[src/rtl/tocp_defines.svh]
`ifndef TOCP_DEFINES_SVH
`define TOCP_DEFINES_SVH
// register byte addresses on the bus
`define TOCP_ADR_TCS 8'h00
`define TOCP_ADR_WRAP 8'h04
`define TOCP_ADR_CNT 8'h08
`define TOCP_ADR_CH_BASE 8'h20
`define TOCP_CH_STRIDE 8'h08
`define TOCP_CH_VAL_OFS 8'h04
// timer_ctrl_stat field positions
`define TOCP_BIT_FLAG 7
`define TOCP_BIT_IE 6
`define TOCP_BIT_HALT 5
`define TOCP_BIT_TRST 4
// reset values
`define TOCP_TCS_RESET 8'h20
`define TOCP_CS_RESET 8'h00
`define TOCP_WRAP_RESET 16'hffff
`define TOCP_VAL_RESET 16'h0000
// prescaler select code with no divided clock behind it
`define TOCP_PS_EXT 3'h7
`endif

[src/rtl/tocp_pkg.sv]
package tocp_pkg;
   // classic wishbone request from the master
   typedef struct packed {
      logic cyc;
      logic stb;
      logic we;
      logic [7:0] adr;
      logic [3:0] sel;
      logic [31:0] dat;
   } tocp_wb_req_t;
   // channel control/status byte, bit 7 down to bit 0
   typedef struct packed {
      logic flag;
      logic ie;
      logic msb;
      logic msa;
      logic elsb;
      logic elsa;
      logic tov;
      logic max;
   } tocp_chcs_t;
   // channel pin drive: level and output enable per channel
   typedef struct packed {
      logic [3:0] level;
      logic [3:0] oe;
   } tocp_pins_t;
endpackage

[src/rtl/tocp_timer.sv]
// Added by the designer: the register offsets and register access over Wishbone.
`timescale 1ns/1ps
`include "tocp_defines.svh"
// Operation
// - on compare match the channel sets, clears or inverts its pin
// - a compare match can request an interrupt when its enable is set
// - unbuffered value writes replace the active compare value at once
// - compare request ends the pulse; wrap request ends the period
// - link bit of channel 0 pairs channels 0 and 1 onto pin 0
// - link bit of channel 2 pairs 2 and 3 onto pin 2, frees pin 3
// - lower channel values lead; at each wrap last-written values take over
// - linked pair uses lower control register; upper register and pin unused
// - inactive-channel writes take effect only at the next period start
// - toggle-on-wrap inverts the pin when counter reaches wrap limit
// - pulse runs from wrap to match; compare clears or sets the pin
// - period is wrap limit plus one prescaled clocks
// - link bit wins over unbuffered bit on channel 0 and 2
// - wrap flag sets at wrap to zero; its enable gates the request
// - channel flag sets on every match; its enable gates the request
// - with clear on match, no toggle-on-wrap gives zero duty, with full-duty bit full duty
module tocp_timer (
   input wire logic clk_i,
   input wire logic rst_i,
   input wire tocp_pkg::tocp_wb_req_t wb_req_i,
   output logic [31:0] wb_dat_o,
   output logic wb_ack_o,
   output tocp_pkg::tocp_pins_t chan_pins_o,
   output logic wrap_irq_o,
   output logic [3:0] chan_irq_o
);
   import tocp_pkg::*;

   logic ack_q, ack_d;
   logic [31:0] dat_q, dat_d, rdata;
   logic wr, rd, wr_tcs, rd_tcs;
   logic [3:0] wr_cs, rd_cs, wr_val;
   logic [15:0] cnt_q, cnt_d, mod_q, mod_d;
   logic [6:0] presc_q, presc_d, mask;
   logic tick, wrap;
   logic halt_q, halt_d, oie_q, oie_d, wflag_q, wflag_d, warm_q, warm_d;
   logic [2:0] ps_q, ps_d;
   tocp_chcs_t cs_q [4];
   tocp_chcs_t cs_d [4];
   logic [15:0] val_q [4];
   logic [15:0] val_d [4];
   logic [15:0] cmp_w [4];
   logic [3:0] arm_q, arm_d, pin_q, pin_d, oe_q, oe_d, irq_q, irq_d;
   logic [3:0] match_w, oc_w;
   logic [1:0] sel_q, sel_d, last_q, last_d;
   logic wirq_q, wirq_d;

   // bus slave: ack one cycle after the strobe, write and read side
   // effects land on the edge where the master samples ack
   always_comb begin
      ack_d = wb_req_i.cyc & wb_req_i.stb & ~ack_q;
      wr = wb_req_i.cyc & wb_req_i.stb & ack_q & wb_req_i.we;
      rd = wb_req_i.cyc & wb_req_i.stb & ack_q & ~wb_req_i.we;
      wr_tcs = wr & wb_req_i.sel[0] & (wb_req_i.adr == `TOCP_ADR_TCS);
      rd_tcs = rd & (wb_req_i.adr == `TOCP_ADR_TCS);
      rdata = 32'h0000_0000; // unmapped addresses read zero
      case (wb_req_i.adr)
         `TOCP_ADR_TCS: rdata = {24'h00_0000, wflag_q, oie_q, halt_q,
                                 2'b00, ps_q};
         `TOCP_ADR_WRAP: rdata = {16'h0000, mod_q};
         `TOCP_ADR_CNT: rdata = {16'h0000, cnt_q};
         default: begin
            for (int k = 0; k < 4; k++) begin
               if (wb_req_i.adr == 8'(`TOCP_ADR_CH_BASE
                                      + `TOCP_CH_STRIDE * k)) begin
                  rdata = {24'h00_0000, cs_q[k]};
               end
               if (wb_req_i.adr == 8'(`TOCP_ADR_CH_BASE
                      + `TOCP_CH_STRIDE * k + `TOCP_CH_VAL_OFS)) begin
                  rdata = {16'h0000, val_q[k]};
               end
            end
         end
      endcase
      dat_d = ack_d ? rdata : dat_q;
   end

   always_ff @(posedge clk_i) begin
      if (rst_i) begin
         ack_q <= 1'b0;
         dat_q <= 32'h0000_0000;
      end else begin
         ack_q <= ack_d;
         dat_q <= dat_d;
      end
   end

   // prescaler and wrap counter; select 7 has no clock here and stalls
   always_comb begin
      mask = 7'((7'h01 << ps_q) - 7'h01);
      tick = ~halt_q & (ps_q != `TOCP_PS_EXT) & ((presc_q & mask) == mask);
      wrap = tick & (cnt_q == mod_q);
      presc_d = 7'(presc_q + 7'h01);
      cnt_d = cnt_q;
      if (wrap) begin
         cnt_d = 16'h0000;
      end else if (tick) begin
         cnt_d = 16'(cnt_q + 16'h0001);
      end
      if (wr_tcs && wb_req_i.dat[`TOCP_BIT_TRST]) begin
         cnt_d = 16'h0000;
         presc_d = 7'h00;
      end
      mod_d = mod_q;
      if (wr && wb_req_i.adr == `TOCP_ADR_WRAP) begin
         if (wb_req_i.sel[1]) mod_d[15:8] = wb_req_i.dat[15:8];
         if (wb_req_i.sel[0]) mod_d[7:0] = wb_req_i.dat[7:0];
      end
      halt_d = wr_tcs ? wb_req_i.dat[`TOCP_BIT_HALT] : halt_q;
      oie_d = wr_tcs ? wb_req_i.dat[`TOCP_BIT_IE] : oie_q;
      ps_d = wr_tcs ? wb_req_i.dat[2:0] : ps_q;
      // flag clears only by read-while-set then write zero; a wrap in
      // the clearing cycle keeps it set so no request is lost
      warm_d = warm_q;
      if (rd_tcs && wflag_q) warm_d = 1'b1;
      if (wr_tcs) warm_d = 1'b0;
      if (wrap) warm_d = 1'b0; // a fresh wrap voids the pending clear
      wflag_d = wflag_q;
      if (wr_tcs && !wb_req_i.dat[`TOCP_BIT_FLAG] && warm_q) begin
         wflag_d = 1'b0;
      end
      if (wrap) wflag_d = 1'b1;
      wirq_d = wflag_q & oie_q;
   end

   always_ff @(posedge clk_i) begin
      if (rst_i) begin
         presc_q <= 7'h00;
         cnt_q <= 16'h0000;
         mod_q <= `TOCP_WRAP_RESET;
         halt_q <= 1'(`TOCP_TCS_RESET >> `TOCP_BIT_HALT);
         oie_q <= 1'b0;
         ps_q <= 3'h0;
         wflag_q <= 1'b0;
         warm_q <= 1'b0;
         wirq_q <= 1'b0;
      end else begin
         presc_q <= presc_d;
         cnt_q <= cnt_d;
         mod_q <= mod_d;
         halt_q <= halt_d;
         oie_q <= oie_d;
         ps_q <= ps_d;
         wflag_q <= wflag_d;
         warm_q <= warm_d;
         wirq_q <= wirq_d;
      end
   end

   // per channel compare, pin action, flag and pair buffering
   for (genvar i = 0; i < 4; i++) begin : g_ch
      localparam int LO = i - (i % 2);
      localparam logic [7:0] CS_ADR =
         8'(`TOCP_ADR_CH_BASE + `TOCP_CH_STRIDE * i);
      localparam logic [7:0] VAL_ADR = 8'(CS_ADR + `TOCP_CH_VAL_OFS);
      logic linked;

      always_comb begin
         wr_cs[i] = wr & wb_req_i.sel[0] & (wb_req_i.adr == CS_ADR);
         rd_cs[i] = rd & (wb_req_i.adr == CS_ADR);
         wr_val[i] = wr & (wb_req_i.adr == VAL_ADR);
         linked = cs_q[LO].msb;
         // upper channel of a linked pair is idle and its pin released
         if (i % 2 == 1) begin
            oc_w[i] = cs_q[i].msa & ~linked;
            cmp_w[i] = val_q[i];
         end else begin
            oc_w[i] = cs_q[i].msb | cs_q[i].msa;
            cmp_w[i] = (linked && sel_q[i / 2]) ? val_q[LO + 1]
                                                : val_q[i];
         end
         match_w[i] = tick & (cmp_w[i] == cnt_q) & oc_w[i];
         cs_d[i] = cs_q[i];
         if (wr_cs[i]) begin
            cs_d[i] = tocp_chcs_t'({cs_q[i].flag, wb_req_i.dat[6:0]});
            if (i % 2 == 1) cs_d[i].msb = 1'b0; // link bit only on 0, 2
         end
         arm_d[i] = arm_q[i];
         if (rd_cs[i] && cs_q[i].flag) arm_d[i] = 1'b1;
         if (wr_cs[i]) arm_d[i] = 1'b0;
         if (wr_cs[i] && !wb_req_i.dat[`TOCP_BIT_FLAG] && arm_q[i]) begin
            cs_d[i].flag = 1'b0;
         end
         if (match_w[i]) cs_d[i].flag = 1'b1;
         val_d[i] = val_q[i];
         if (wr_val[i]) begin
            if (wb_req_i.sel[1]) val_d[i][15:8] = wb_req_i.dat[15:8];
            if (wb_req_i.sel[0]) val_d[i][7:0] = wb_req_i.dat[7:0];
         end
         // toggle first, a match on the same tick overrides it
         pin_d[i] = pin_q[i];
         if (wrap && cs_q[i].tov && oc_w[i]) pin_d[i] = ~pin_q[i];
         if (match_w[i]) begin
            case ({cs_q[i].elsb, cs_q[i].elsa})
               2'b01: pin_d[i] = ~pin_q[i];
               2'b10: pin_d[i] = 1'b0;
               2'b11: pin_d[i] = 1'b1;
               default: pin_d[i] = pin_q[i];
            endcase
         end
         if (oc_w[i] && cs_q[i].max && !cs_q[i].tov && cs_q[i].elsb) begin
            pin_d[i] = ~cs_q[i].elsa;
         end
         oe_d[i] = oc_w[i] & (cs_q[i].elsb | cs_q[i].elsa);
         irq_d[i] = cs_q[i].flag & cs_q[i].ie;
      end

      // active-register select swaps only at wrap, so a write to the
      // idle channel never cuts into the running period
      if (i % 2 == 0) begin : g_pair
         always_comb begin
            last_d[i / 2] = last_q[i / 2];
            sel_d[i / 2] = sel_q[i / 2];
            if (!linked) begin
               last_d[i / 2] = 1'b0;
               sel_d[i / 2] = 1'b0;
            end else begin
               if (wr_val[i]) last_d[i / 2] = 1'b0;
               if (wr_val[i + 1]) last_d[i / 2] = 1'b1;
               if (wrap) sel_d[i / 2] = last_q[i / 2];
            end
         end
      end

      always_ff @(posedge clk_i) begin
         if (rst_i) begin
            cs_q[i] <= `TOCP_CS_RESET;
            val_q[i] <= `TOCP_VAL_RESET;
            arm_q[i] <= 1'b0;
            pin_q[i] <= 1'b0;
            oe_q[i] <= 1'b0;
            irq_q[i] <= 1'b0;
         end else begin
            cs_q[i] <= cs_d[i];
            val_q[i] <= val_d[i];
            arm_q[i] <= arm_d[i];
            pin_q[i] <= pin_d[i];
            oe_q[i] <= oe_d[i];
            irq_q[i] <= irq_d[i];
         end
      end
   end

   always_ff @(posedge clk_i) begin
      if (rst_i) begin
         sel_q <= 2'b00;
         last_q <= 2'b00;
      end else begin
         sel_q <= sel_d;
         last_q <= last_d;
      end
   end

   // outputs straight from flip-flops
   assign wb_ack_o = ack_q;
   assign wb_dat_o = dat_q;
   assign chan_pins_o = '{level: pin_q, oe: oe_q};
   assign wrap_irq_o = wirq_q;
   assign chan_irq_o = irq_q;
endmodule

[config.mk]
export PLATFORM = sky130hd
export DESIGN_NAME = tocp_timer
export DESIGN_NICKNAME = d
export VERILOG_FILES = /design/src/rtl/tocp_pkg.sv /design/src/rtl/tocp_timer.sv
export VERILOG_INCLUDE_DIRS = /design/src /design/src/rtl
export SDC_FILE = /design/constraint.sdc
export NUM_CORES = 1
export LEC_CHECK = 0
export ABC_AREA = 1
export BUFFER_PORTS_ARGS = -buffer_cell sky130_fd_sc_hd__buf_2
export CAP_MARGIN = 20
export CORE_ASPECT_RATIO = 1.4
export CORE_MARGIN = 10
export CORE_UTILIZATION = 50
export CTS_CLUSTER_DIAMETER = 120
export CTS_CLUSTER_SIZE = 20
export DETAILED_ROUTE_END_ITERATION = 6
export PLACE_DENSITY = 0.69
export SKIP_CTS_REPAIR_TIMING = 1
export SLEW_MARGIN = 20
export SYNTH_ARGS = -nofsm -noshare
export SYNTH_HDL_FRONTEND = slang
export SYNTH_SLANG_ARGS = --single-unit
[constraint.sdc]
create_clock -name clk_i -period 2.8 [get_ports clk_i]
set_clock_uncertainty 0.05 [all_clocks]
set_input_delay 0.56 -clock clk_i [delete_from_list [all_inputs] [get_ports clk_i]]
set_output_delay 0.56 -clock clk_i [all_outputs]
set_load 0.05 [all_outputs]
==> results of run 1 <==
-- cells in the final DEF (no fill, tap or decap), types with 5 or more instances in the layout --
| cell | synthesis | routed |
|---|---|---|
| nand2_1 | 330 | 330 |
| buf_4 | 24 | 57 |
| xnor2_1 | 36 | 36 |
| nand4_1 | 26 | 26 |
| ha_1 | 5 | 5 |
| a221oi_1 | 11 | 11 |
| nand3_2 | 7 | 6 |
| o21ai_1 | 14 | 14 |
| nor4_1 | 5 | 5 |
| o211ai_1 | 23 | 23 |
| nor3_2 | 5 | 6 |
| dfxtp_1 | 178 | 178 |
| a41oi_1 | 5 | 5 |
| buf_2 | 31 | 60 |
| conb_1 | 1 | 16 |
| clkinv_1 | 10 | 10 |
| nor2_1 | 136 | 136 |
| nor2_4 | 7 | 7 |
| a211oi_1 | 29 | 29 |
| nor3_1 | 22 | 21 |
| nand3_1 | 109 | 109 |
| clkbuf_16 | 0 | 17 |
| inv_2 | 24 | 25 |
| nand2_2 | 9 | 9 |
| a31oi_1 | 8 | 8 |
| xor2_1 | 9 | 9 |
| inv_1 | 123 | 122 |
| a21oi_1 | 125 | 125 |
| nor2_2 | 16 | 16 |
| o21ai_0 | 94 | 94 |
-- worst paths after layout --
| kind | startpoint | end | slack, ps | cells after the start |
|---|---|---|---|---|
| worst min-delay path | wb_req_i[15] | val_q[1][15] | 340 | 3 |
| worst min register to register | last_q[0] | last_q[0] | 410 | 2 |
| worst max-delay path | ps_q[0] | chan_pins_o[4] | 270 | 17 |
| worst max register to register | ps_q[0] | chan_pins_o[4] | 270 | 17 |
-- power breakdown --
part	total (mW)	switching, mW	internal [mW]
sequential	2.56	0.0123	2.55
clock	2.50	1.05	1.45
combinational	0.335	0.265	0.0702
total	5.40	1.33	4.07
-- layer usage --
layer,up-vias,global-route usage (%)
li1,5081,-
met1,4881,32.1
met2,517,43.4
met3,129,5.39
met4,0,14.2
met5,-,0
-- sequential cells by signal, indices dropped and copies added, names as in the netlist --
signal and count:
mod_q 16, halt_q 1, wflag_q 1, val_q 64
warm_q 1, arm_q 4, presc_q 7, cs_q 30
chan_pins_o 8, cnt_q 16, last_q 2, chan_irq_o 4
wb_ack_o 1, oie_q 1, ps_q 3, sel_q 2
wb_dat_o 16, wrap_irq_o 1
-- worst reg2reg max path, stage by stage (launching register included) --
cell     delay (ps)
dfxtp_1         380
nor2_4          160
nand2_1          70
ha_1            290
nor2_1           50
nor2_1           80
nand2_1          60
nor2_2          110
nand3_2          90
nor2_4          360
buf_12          190
nand3_1         130
nand2_1         120
nand3_1          70
nand2_1          60
inv_1            30
nand2_1          50
a21oi_1          50
-- cell type report --
cell class | instances | area (sq um) | area share [%]
Clock inverter | 12 | 156 | 1.37
Clock buffer | 19 | 453 | 3.96
Multi-Input combinational cell | 1086 | 5590 | 48.9
Sequential cell | 178 | 3560 | 31.1
Inverter | 158 | 596 | 5.21
Timing Repair Buffer | 119 | 768 | 6.71
Tap cell | 252 | 315 | 2.76
-- metrics by stage --
stage | cells | utilization [%] | cell area (sq um) | power (mW) | hold WS, ps
6_report | 1824 | 57.4 | 11400 | 5.40 | 341
5_1_grt | 1824 | 57.4 | 11400 | 5.54 | 345
4_1_cts | 1824 | 57.4 | 11400 | 5.42 | 333
3_5_place_dp | 1793 | 54.3 | 10800 | 2.95 | 403
3_3_place_gp | 1793 | 54.3 | 10800 | 2.95 | 396
2_1_floorplan | 1507 | - | 10200 | 2.84 | 366
-- cells by family after synthesis --
family,after synthesis,synth area share (%)
AND/OR/NAND/NOR,692,30.9
AO/OA/AOI/OAI,328,18.8
buffers and inverters,243,10.7
flip-flops,178,35.0
XOR/XNOR,45,3.87
adder cells (fa/ha/maj),5,0.615
other,1,0.0369
==> metrics.md, run 1 <==
| Metric | Value |
|---|---|
| Post-synth ARST share | `0%` |
| CP required | `3050 ps` |
| DR vias/cell | `5.82` |
| Initial antenna violation count | `0` |
| Clock Pin Slew Worst Setup and Hold Paths | `60 ps` |
| Register area share after synthesis | `35.0%` |
| DRC | `0` |
| Wire length on met2 | `16800 microns` |
| WP data arrival | `2780 ps` |
| Max_slew headroom | `46.2%` |
| TritonCTS clock tree | `yes` |
| Worst Hold Class | `in2reg` |
| DP Worst Slack | `281 ps` |
| Leakage | `4.91 nW` |
| Routed met3 length | `2960 microns` |
| Final net count | `1614` |
| CP dominant cell by count | `nand2_1` |
| Mapped Area | `0.0102 sq mm` |
| First-pass GRT wire length | `55700 microns` |
| Num CTS Buffers | `17` |
| Status | `complete, no violations` |
| Detail Route Antenna Nets | `0` |
| Die height | `189 microns` |
| DRT Wirelength | `35800 microns` |
| Layout cells sized above 1 | `15.3%` |
| Wl on met1 | `14200 microns` |
| Area share of the largest cell type after synthesis | `35.0%` |
| Fmax | `395 MHz` |
| CP Cell Sequence | `nor2_4, nand2_1, ha_1, nor2_1, nor2_1, nand2_1, nor2_2, nand3_2, nor2_4, buf_12, nand3_1, nand2_1, nand3_1, nand2_1, inv_1, nand2_1, a21oi_1` |
| Post-synth EDFFs | `0` |
| Actual slew at the worst max-slew pin | `806 ps` |
| Crit-path leading delay family | `simple AND/OR/NAND/NOR gates` |
| Worst Setup Start Kind | `register` |
| DR vias | `10608` |
| Row Count | `61` |
| PD cells | `472 mW/mm^2` |
| Max stage delay on crit path | `380 ps` |
| Top cells by instance count after synthesis | `nand2_1 (330), dfxtp_1 (178), nor2_1 (136)` |
| Detailed Routing Iterations Pass 1 | `5` |
| Worst-Skew Late Latency | `450 ps` |
| Wire length per cell | `19.7 microns` |
| DR iter-0 viols | `1038` |
| Mean Syn Cell Area | `6.82 sq um` |
| Largest net degree at the start of global routing | `62` |
| CP bufs+invs | `2` |
| # IOs | `95` |
| Nature of the critical path endpoint | `register` |
| Highest routed layer | `met4` |
| Mapped Cells | `1492` |
| Endpoints failing setup | `0` |
| Period minus WS final | `2530 ps` |
| Fin worst setup slack | `268 ps` |
| Setup tns final | `0 ps` |
| Final Hold Viols | `0` |
| Core area | `0.0199 sq mm` |
| Top_reg_cell synth | `dfxtp_1` |
| CTS sink cnt | `178` |
| Ranking of synthesized cells by area | `dfxtp_1 (35%), nand2_1 (12%), a21oi_1 (6.2%), nand3_1 (5.4%), nor2_1 (5.0%)` |
| Post-DP HPWL | `27200 microns` |
| Fillers | `1960` |
| Synth warnings | `0` |
| Placer Congestion | `0.989` |
| GRT overflow | `0` |
| Initial Utilization | `51.1%` |
| Tcrit/Tclk final | `90.4%` |
| Die X | `141 microns` |
| Register bit count reported by yosys | `178` |
| Ant. Diodes | `0` |
| Fin. max-slew vios | `0` |
| Setup CP Type | `reg2reg` |
| Critical path's slowest cell | `dfxtp_1` |
| Clk buf depth | `2` |
| Vias in the first global route | `10090` |
| H-tree depth | `4` |
| GRT Overall Usage | `26.6%` |
| Die area | `0.0265 sq mm` |
| IO Port Bufs | `60` |
| Root Buffer | `clkbuf_16` |
| RSZ-0062 raised after global routing | `no` |
| Max Cap Viol | `0` |
| Top-count cell post-synth | `nand2_1` |
| CP max FO | `8` |
| Synth-to-Final Area Change | `12.5%` |
| Maximum vdd ir drop | `0.375 mV` |
| Count of distinct cell types in the synthesized netlist | `54` |
| Synth area leader | `dfxtp_1` |
(Power assumes the default switching activity.)
==> inputs of run 2 (changes only) <==
--- a/config.mk
+++ b/config.mk
@@ -7,5 +7,4 @@
 export NUM_CORES = 1
 export LEC_CHECK = 0
-export ABC_AREA = 1
 export BUFFER_PORTS_ARGS = -buffer_cell sky130_fd_sc_hd__buf_2
 export CAP_MARGIN = 20
==> constraint.sdc (replaced) <==
create_clock -name clk_i -period 2.8 [get_ports clk_i]
set_clock_uncertainty 0.05 [all_clocks]
set_input_delay 0.42 -clock clk_i [delete_from_list [all_inputs] [get_ports clk_i]]
set_output_delay 0.42 -clock clk_i [all_outputs]
set_load 0.05 [all_outputs]
==> run 2 against run 1 <==
  * The flow now finishes with violations (setup timing)
  * First-iteration DRC count fell by 7.4%
  * Power shrank 4.0%
  * Combinational power about the same
  * Via count down 15%
  * Core utilization is 1.5 points higher
  * Routed wire length decreased by 14%
  * Critical path depth decreased by 6
  * Die area down 7.4%
  * Non-clock buffer count increased by 24
  * Sequential share of layout area is 1.6 points higher
  * Area after synthesis is 8.4% lower
  * Hold slack got worse by 99 ps
  * Critical path type unchanged
  * Critical endpoint is now chan_pins_o[5]
  * Largest power group unchanged
==> metrics.md, run 2 <==
| Metric | Value |
|---|---|
| Status | `finished, violations left` |
| Failing checks | `setup timing` |
| CP required | `3080 ps (+30 ps)` |
| Mapped Cells | `1150 (-23%)` |
| IO Port Bufs | `60 (unchanged)` |
| GRT overflow | `0 (unchanged)` |
| Biggest register | `val_q` |
| Top-count cell post-synth | `dfxtp_1` |
| Detailed Routing Iterations Pass 1 | `6 (+1)` |
| PD cells | `477 mW/mm^2 (+1.0%)` |
| Ranking of synthesized cells by area | `dfxtp_1 (38%), mux2i_1 (8.2%), nand2_1 (6.8%), xnor2_1 (5.7%), nor2_1 (5.2%)` |
| Area share of the largest cell type after synthesis | `38.2% (+3.2 points)` |
| Met2 usage | `39.7% (-3.7 points)` |
| Leakage | `4.19 nW (-15%)` |
| Core area | `0.0185 sq mm (-7.4%)` |
| Root Buffer | `clkbuf_16` |
| Placer Congestion | `0.961 (-2.9%)` |
| Setup CP Type | `reg2reg` |
| Max Cap Viol | `0 (unchanged)` |
| Die X | `135 microns (-3.7%)` |
| Top cells by instance count after synthesis | `dfxtp_1 (178), nand2_1 (169), nor2_1 (129)` |
| Fin. max-slew vios | `0 (unchanged)` |
| Top_reg_cell synth | `dfxtp_1` |
| Detail Route Antenna Nets | `0 (unchanged)` |
| Logic gate share of total power | `6.4% (+0.2 points)` |
| Initial Utilization | `50.5% (-0.58 points)` |
| Post-synth ARST share | `0% (unchanged)` |
| Reg2Reg Depth | `11 (-6)` |
| Post-synth EDFFs | `0 (unchanged)` |
| DRC | `0 (unchanged)` |
| Synth warnings | `0 (unchanged)` |
| Vias in the first global route | `8548 (-15%)` |
| Endpoints failing setup | `2 (+2)` |
| Clock Pin Slew Worst Setup and Hold Paths | `70 ps (about the same)` |
| CP max FO | `8 (unchanged)` |
| Count of distinct cell types in the synthesized netlist | `70 (+30%)` |
| Largest net degree at the start of global routing | `66 (+6.5%)` |
| Critical path's slowest cell | `or4_1` |
| Maximum vdd ir drop | `0.401 mV (+7.0%)` |
| H-tree depth | `4 (unchanged)` |
| Num CTS Buffers | `17 (unchanged)` |
| Fin worst setup slack | `-62.3 ps (-330 ps)` |
| Period minus WS final | `2860 ps (+330 ps)` |
| Final Hold Slack | `242 ps (-99.0 ps)` |
| Synth area leader | `dfxtp_1` |
| Largest registers | `val_q: 64 flops, cs_q: 30 flops` |
| Final Hold Viols | `0 (unchanged)` |
| GRT Overall Usage | `24.4% (-2.2 points)` |
| DR vias | `9011 (-15%)` |
| Grt met1 use | `28.9% (-3.2 points)` |
| Tot Pwr | `5.18 mW (-4.0%)` |
| Layout cells sized above 1 | `16.5% (+1.3 points)` |
| Switching part of the total | `26.6% (+1.9 points)` |
| First-pass GRT wire length | `47600 microns (-14%)` |
| Gr busiest metal | `met2` |
| Fmax | `349 MHz (-12%)` |
| Most frequent cells in the layout | `dfxtp_1 (178), nand2_1 (168), nor2_1 (129)` |
| Die height | `182 microns (-3.8%)` |
| Initial antenna violation count | `0 (unchanged)` |
| Nature of the critical path endpoint | `register` |
| Row Count | `59 (-3.3%)` |
| # IOs | `95 (unchanged)` |
| CTS sink cnt | `178 (unchanged)` |
| Register area share after synthesis | `38.2% (+3.2 points)` |
| Worst-Skew Late Latency | `450 ps (about the same)` |
| Setup tns final | `-120 ps (-120 ps)` |
| Mean Syn Cell Area | `8.10 sq um (+19%)` |
| WP data arrival | `3140 ps (+360 ps)` |
| Post-DP HPWL | `22900 microns (-16%)` |
| GR Util met3 | `4.53% (-0.85 points)` |
| DRT Wirelength | `30800 microns (-14%)` |
| DR iter-0 viols | `961 (-7.4%)` |
| Max_slew headroom | `57.6% (+11 points)` |
| Worst Hold Class | `in2reg` |
| Register bit count reported by yosys | `178 (unchanged)` |
| DR vias/cell | `6.02 (+3.6%)` |
| TritonCTS clock tree | `yes` |
| Seq pwr share | `49.4% (+1.9 points)` |
| Fin area | `0.0109 sq mm (-4.9%)` |
| Clk network pwr share | `44.1% (-2.2 points)` |
| Final net count | `1293 (-20%)` |
| Flop-to-flop setup slack | `-60 ps (-330 ps)` |
| Die area | `0.0246 sq mm (-7.4%)` |
| Clk buf depth | `2 (unchanged)` |
| Largest register FFs | `64 (unchanged)` |
| R2R Path End | `chan_pins_o[5]` |
| Ant. Diodes | `0 (unchanged)` |
| Worst r2r src | `ps_q[1]` |
| Wire length per cell | `20.6 microns (+4.7%)` |
| Actual slew at the worst max-slew pin | `634 ps (-172 ps)` |
| DP Area | `0.0102 sq mm (-5.5%)` |
| Commonest non-fill, non-tap cell in the layout | `dfxtp_1` |
| Hold Crit Depth | `3 (unchanged)` |
| Worst Setup Start Kind | `register` |
| RSZ-0062 raised after global routing | `yes` |
| Hold Startpoint | `wb_req_i[14]` |
| Sw Pwr | `1.38 mW (+3.6%)` |
| Mapped Area | `0.00932 sq mm (-8.4%)` |
| Synth-to-Final Area Change | `16.7%` |
| Tcrit/Tclk final | `102% (+12 points)` |
| CP Cell Sequence | `or3_4, ha_4, nor2_1, a311o_1, a221oi_2, and3_4, buf_12, nand4_1, or4_1, nand4b_1, a21oi_1` |
| Int Power | `3.80 mW (-6.4%)` |
| Worst hold path endpoint | `mod_q[14]` |
| Max stage delay on crit path | `450 ps (+70 ps)` |
## run 2: cell types whose count changed after synthesis, moves of 21 or more
cell      before  now
nand3_1      109   35
buf_2         31    8
mux2i_1        0   76
o21ai_0       94   31
xnor2_1       36   61
a211oi_1      29    6
nand3b_1       0   25
nand2_1      330  169
a22oi_1        0   28
inv_2         24    3
clkbuf_1      24   56
inv_1        123   24
a21oi_1      125   76
## run 2: metrics by stage
stage / worst slack (ps) / cells / utilization, %
final: -62.3 / 1496 / 58.9
after global routing: -170 / 1496 / 58.9
after CTS: -87.4 / 1494 / 58.4
after detailed placement: -79.9 / 1462 / 55.4
after global placement: -50.0 / 1462 / 55.4
after floorplan: -130 / 1165 / -
## run 2: final cells by class
| cell class | count | area [sq um] |
|---|---|---|
| clock buffers | 18 | 439 |
| clock inverters | 14 | 116 |
| fillers | 1705 | 7580 |
| inverters | 27 | 101 |
| multi-input cells | 872 | 5380 |
| flip-flops and latches | 178 | 3560 |
| well taps | 244 | 305 |
| repair buffers | 143 | 967 |
## run 2: power by group through the flow
stage | logic, mW | registers [mW] | clock network, mW
final | 0.333 | 2.56 | 2.29
after global routing | 0.350 | 2.56 | 2.39
after CTS | 0.328 | 2.56 | 2.30
after detailed placement | 0.327 | 2.62 | 0
after global placement | 0.327 | 2.62 | 0
after floorplan | 0.186 | 2.67 | 0
## run 2: worst max path at each step
stage	from	end	slack, ps	cells past startpoint
final	ps_q[1]	chan_pins_o[5]	-60	11
after global routing	ps_q[1]	chan_pins_o[4]	-170	10
after CTS	ps_q[2]	chan_pins_o[5]	-90	11
after detailed placement	ps_q[2]	chan_pins_o[4]	-80	10
after global placement	ps_q[2]	chan_pins_o[4]	-50	10
after floorplan	ps_q[2]	chan_pins_o[4]	-130	11
## run 2: cells by family after synthesis
kind of cell | Yosys count | share of synthesized area, %
AO/OA/AOI/OAI | 227 | 16.2
XOR/XNOR | 76 | 7.14
adder cells (fa/ha/maj) | 5 | 0.671
buffers and inverters | 115 | 5.65
flip-flops | 178 | 38.2
multiplexers | 79 | 8.53
other | 1 | 0.0402
AND/OR/NAND/NOR | 469 | 23.5
## run 2: worst max-delay path: cells and delay by family (launching register included)
kind	cells	cell delay, ps
AO/OA/AOI/OAI	3	540
adder cells (fa/ha/maj)	1	270
buffers and inverters	1	140
flip-flops	1	310
AND/OR/NAND/NOR	6	1420
## run 2: metal layers
metal  share of wire (%)  vias to the layer above
li1                    -                     4207
met1                  40                     4238
met2                  47                      453
met3                 7.1                      113
met4                 6.2                        0
met5                   0                        -
==> inputs of run 3 (changes only) <==
CTS_BUF_LIST = sky130_fd_sc_hd__clkbuf_8   (was unset)
==> run 3 against run 2 <==
  * The run still ends with setup timing left
  * Register-to-register slack about the same
  * Hold slack worse by 50 ps
  * Critical path depth fell by 1
  * Critical endpoint is now chan_pins_o[4]
  * Largest power group unchanged
  * Highest routed layer unchanged
==> metrics.md, run 3 (synthesized netlist as in run 2, its figures left out) <==
| Metric | Value |
|---|---|
| Die area | `0.0246 sq mm (unchanged)` |
| Sw Pwr | `1.29 mW (-6.2%)` |
| Logic gate share of total power | `7.3% (+0.9 points)` |
| Layout cells sized above 1 | `16.9% (+0.36 points)` |
| Clk buf depth | `2 (unchanged)` |
| Seq pwr share | `56.0% (+6.6 points)` |
| DR vias/cell | `5.90 (-2.1%)` |
| Tot Pwr | `4.58 mW (-12%)` |
| Leakage | `4.12 nW (-1.6%)` |
| Detailed Routing Iterations Pass 1 | `7 (+1)` |
| Period minus WS final | `2860 ps (-2.00 ps)` |
| Nature of the critical path endpoint | `register` |
| DRC | `0 (unchanged)` |
| Final Hold Viols | `0 (unchanged)` |
| First-pass GRT wire length | `47000 microns (-1.3%)` |
| Int Power | `3.28 mW (-14%)` |
| Commonest non-fill, non-tap cell in the layout | `dfxtp_1` |
| Maximum vdd ir drop | `0.277 mV (-31%)` |
| Row Count | `59 (unchanged)` |
| Actual slew at the worst max-slew pin | `646 ps (+11.8 ps)` |
| Setup CP Type | `reg2reg` |
| Vias in the first global route | `8474 (-0.87%)` |
| Fin worst setup slack | `-60.3 ps (+2.00 ps)` |
| Placer Congestion | `0.961 (unchanged)` |
| DR vias | `8841 (-1.9%)` |
| Routed met3 length | `2110 microns (-3.0%)` |
| Final net count | `1296 (+0.23%)` |
| WP data arrival | `3230 ps (+90 ps)` |
| PD cells | `427 mW/mm^2 (-10%)` |
| Wl on met1 | `12300 microns (-0.36%)` |
| Largest register FFs | `64 (unchanged)` |
| Worst-Skew Late Latency | `490 ps (+40 ps)` |
| Biggest register | `val_q` |
| Endpoints failing setup | `4 (+2)` |
| Max Cap Viol | `0 (unchanged)` |
| Wire length on met2 | `14300 microns (-0.76%)` |
| Die height | `182 microns (unchanged)` |
| Root Buffer | `clkbuf_8` |
| Fmax | `350 MHz (about the same)` |
| Wire length per cell | `20.2 microns (-1.7%)` |
| CP max FO | `4 (-4)` |
| Num CTS Buffers | `17 (unchanged)` |
| Core area | `0.0185 sq mm (unchanged)` |
| Status | `finished, violations left` |
| Largest registers | `val_q: 64 flops, cs_q: 30 flops` |
| Largest net degree at the start of global routing | `66 (unchanged)` |
| GRT overflow | `0 (unchanged)` |
| Die X | `135 microns (unchanged)` |
| Clock Pin Slew Worst Setup and Hold Paths | `100 ps (+30 ps)` |
| DRT Wirelength | `30300 microns (-1.5%)` |
| GRT Overall Usage | `24.1% (-0.27 points)` |
| CTS sink cnt | `178 (unchanged)` |
| DR iter-0 viols | `932 (-3.0%)` |
| CP required | `3170 ps (+90 ps)` |
| TritonCTS clock tree | `yes` |
| Initial antenna violation count | `0 (unchanged)` |
| Clk network pwr share | `36.7% (-7.4 points)` |
| Failing checks | `setup timing` |
| Fin area | `0.0107 sq mm (-1.4%)` |
| Max_slew headroom | `56.9% (-0.63 points)` |
| RSZ-0062 raised after global routing | `yes` |
| Post-DP HPWL | `22900 microns (unchanged)` |
| Synth-to-Final Area Change | `15.1%` |
| Highest routed layer | `met4` |
| H-tree depth | `4 (unchanged)` |
| # IOs | `95 (unchanged)` |
| Detail Route Antenna Nets | `0 (unchanged)` |
| Switching part of the total | `28.3% (+1.7 points)` |
| Most frequent cells in the layout | `dfxtp_1 (177), nand2_1 (168), nor2_1 (129)` |
| Worst Setup Start Kind | `register` |
| IO Port Bufs | `60 (unchanged)` |
| Worst Hold Class | `in2reg` |
| DP Area | `0.0102 sq mm (unchanged)` |
| Layout Utilization | `58.1% (-0.82 points)` |
| Tcrit/Tclk final | `102% (about the same)` |
| Initial Utilization | `50.5% (unchanged)` |
| Ant. Diodes | `0 (unchanged)` |
| Fin. max-slew vios | `0 (unchanged)` |
## run 3: changes by cell type in the layout (fill, tap and decap cells not counted), sizes merged
| cell | change |
|---|---|
| buf | +3 |
## run 3: path summary, 6_finish.rpt
path                     start             end  slack (ps)  cells after the start
hold / removal    wb_req_i[14]       mod_q[14]         190                      3
setup reg to reg       ps_q[1]  chan_pins_o[4]         -60                     10
setup / recovery       ps_q[1]  chan_pins_o[4]         -60                     10
hold reg to reg      last_q[1]        sel_q[1]         420                      2
## run 3: layout make-up
| class | count | area [sq um] |
|---|---|---|
| clock buffers | 18 | 248 |
| clock inverters | 14 | 116 |
| fillers | 1716 | 7730 |
| inverters | 27 | 101 |
| multi-input cells | 872 | 5390 |
| flip-flops and latches | 178 | 3560 |
| well taps | 244 | 305 |
| repair buffers | 146 | 1000 |
## run 3: routing by layer
metal  vias up  global-route usage, %
li1       4213                      -
met1      4146                   28.9
met2       386                   39.1
met3        96                   4.86
met4         0                   13.9
met5         -                      0
## run 3: power groups by stage
stage	clock [mW]	combinational [mW]	sequential (mW)
2_1_floorplan	0	0.186	2.67
3_3_place_gp	0	0.327	2.62
3_5_place_dp	0	0.327	2.62
4_1_cts	1.70	0.327	2.56
5_1_grt	1.79	0.350	2.56
6_report	1.68	0.332	2.56
## run 3: critical path: stages, from the launching register on
cell	delay (ps)
dfxtp_1	320
or3_4	400
ha_4	270
nor2_1	30
a311o_1	270
a221oi_2	230
and3_4	260
nand4b_1	100
mux2_4	280
or4_1	460
a31oi_1	130
## run 3: per-stage QoR
| step | hold slack [ps] | setup TNS [ps] | setup slack, ps | cells |
|---|---|---|---|---|
| 3_3_place_gp | 396 | -78.0 | -50.0 | 1462 |
| 3_5_place_dp | 407 | -186 | -79.9 | 1462 |
| 5_1_grt | 210 | -887 | -186 | 1499 |
| 2_1_floorplan | 370 | -241 | -130 | 1165 |
| 6_report | 193 | -141 | -60.3 | 1499 |
| 4_1_cts | 185 | -436 | -102 | 1494 |
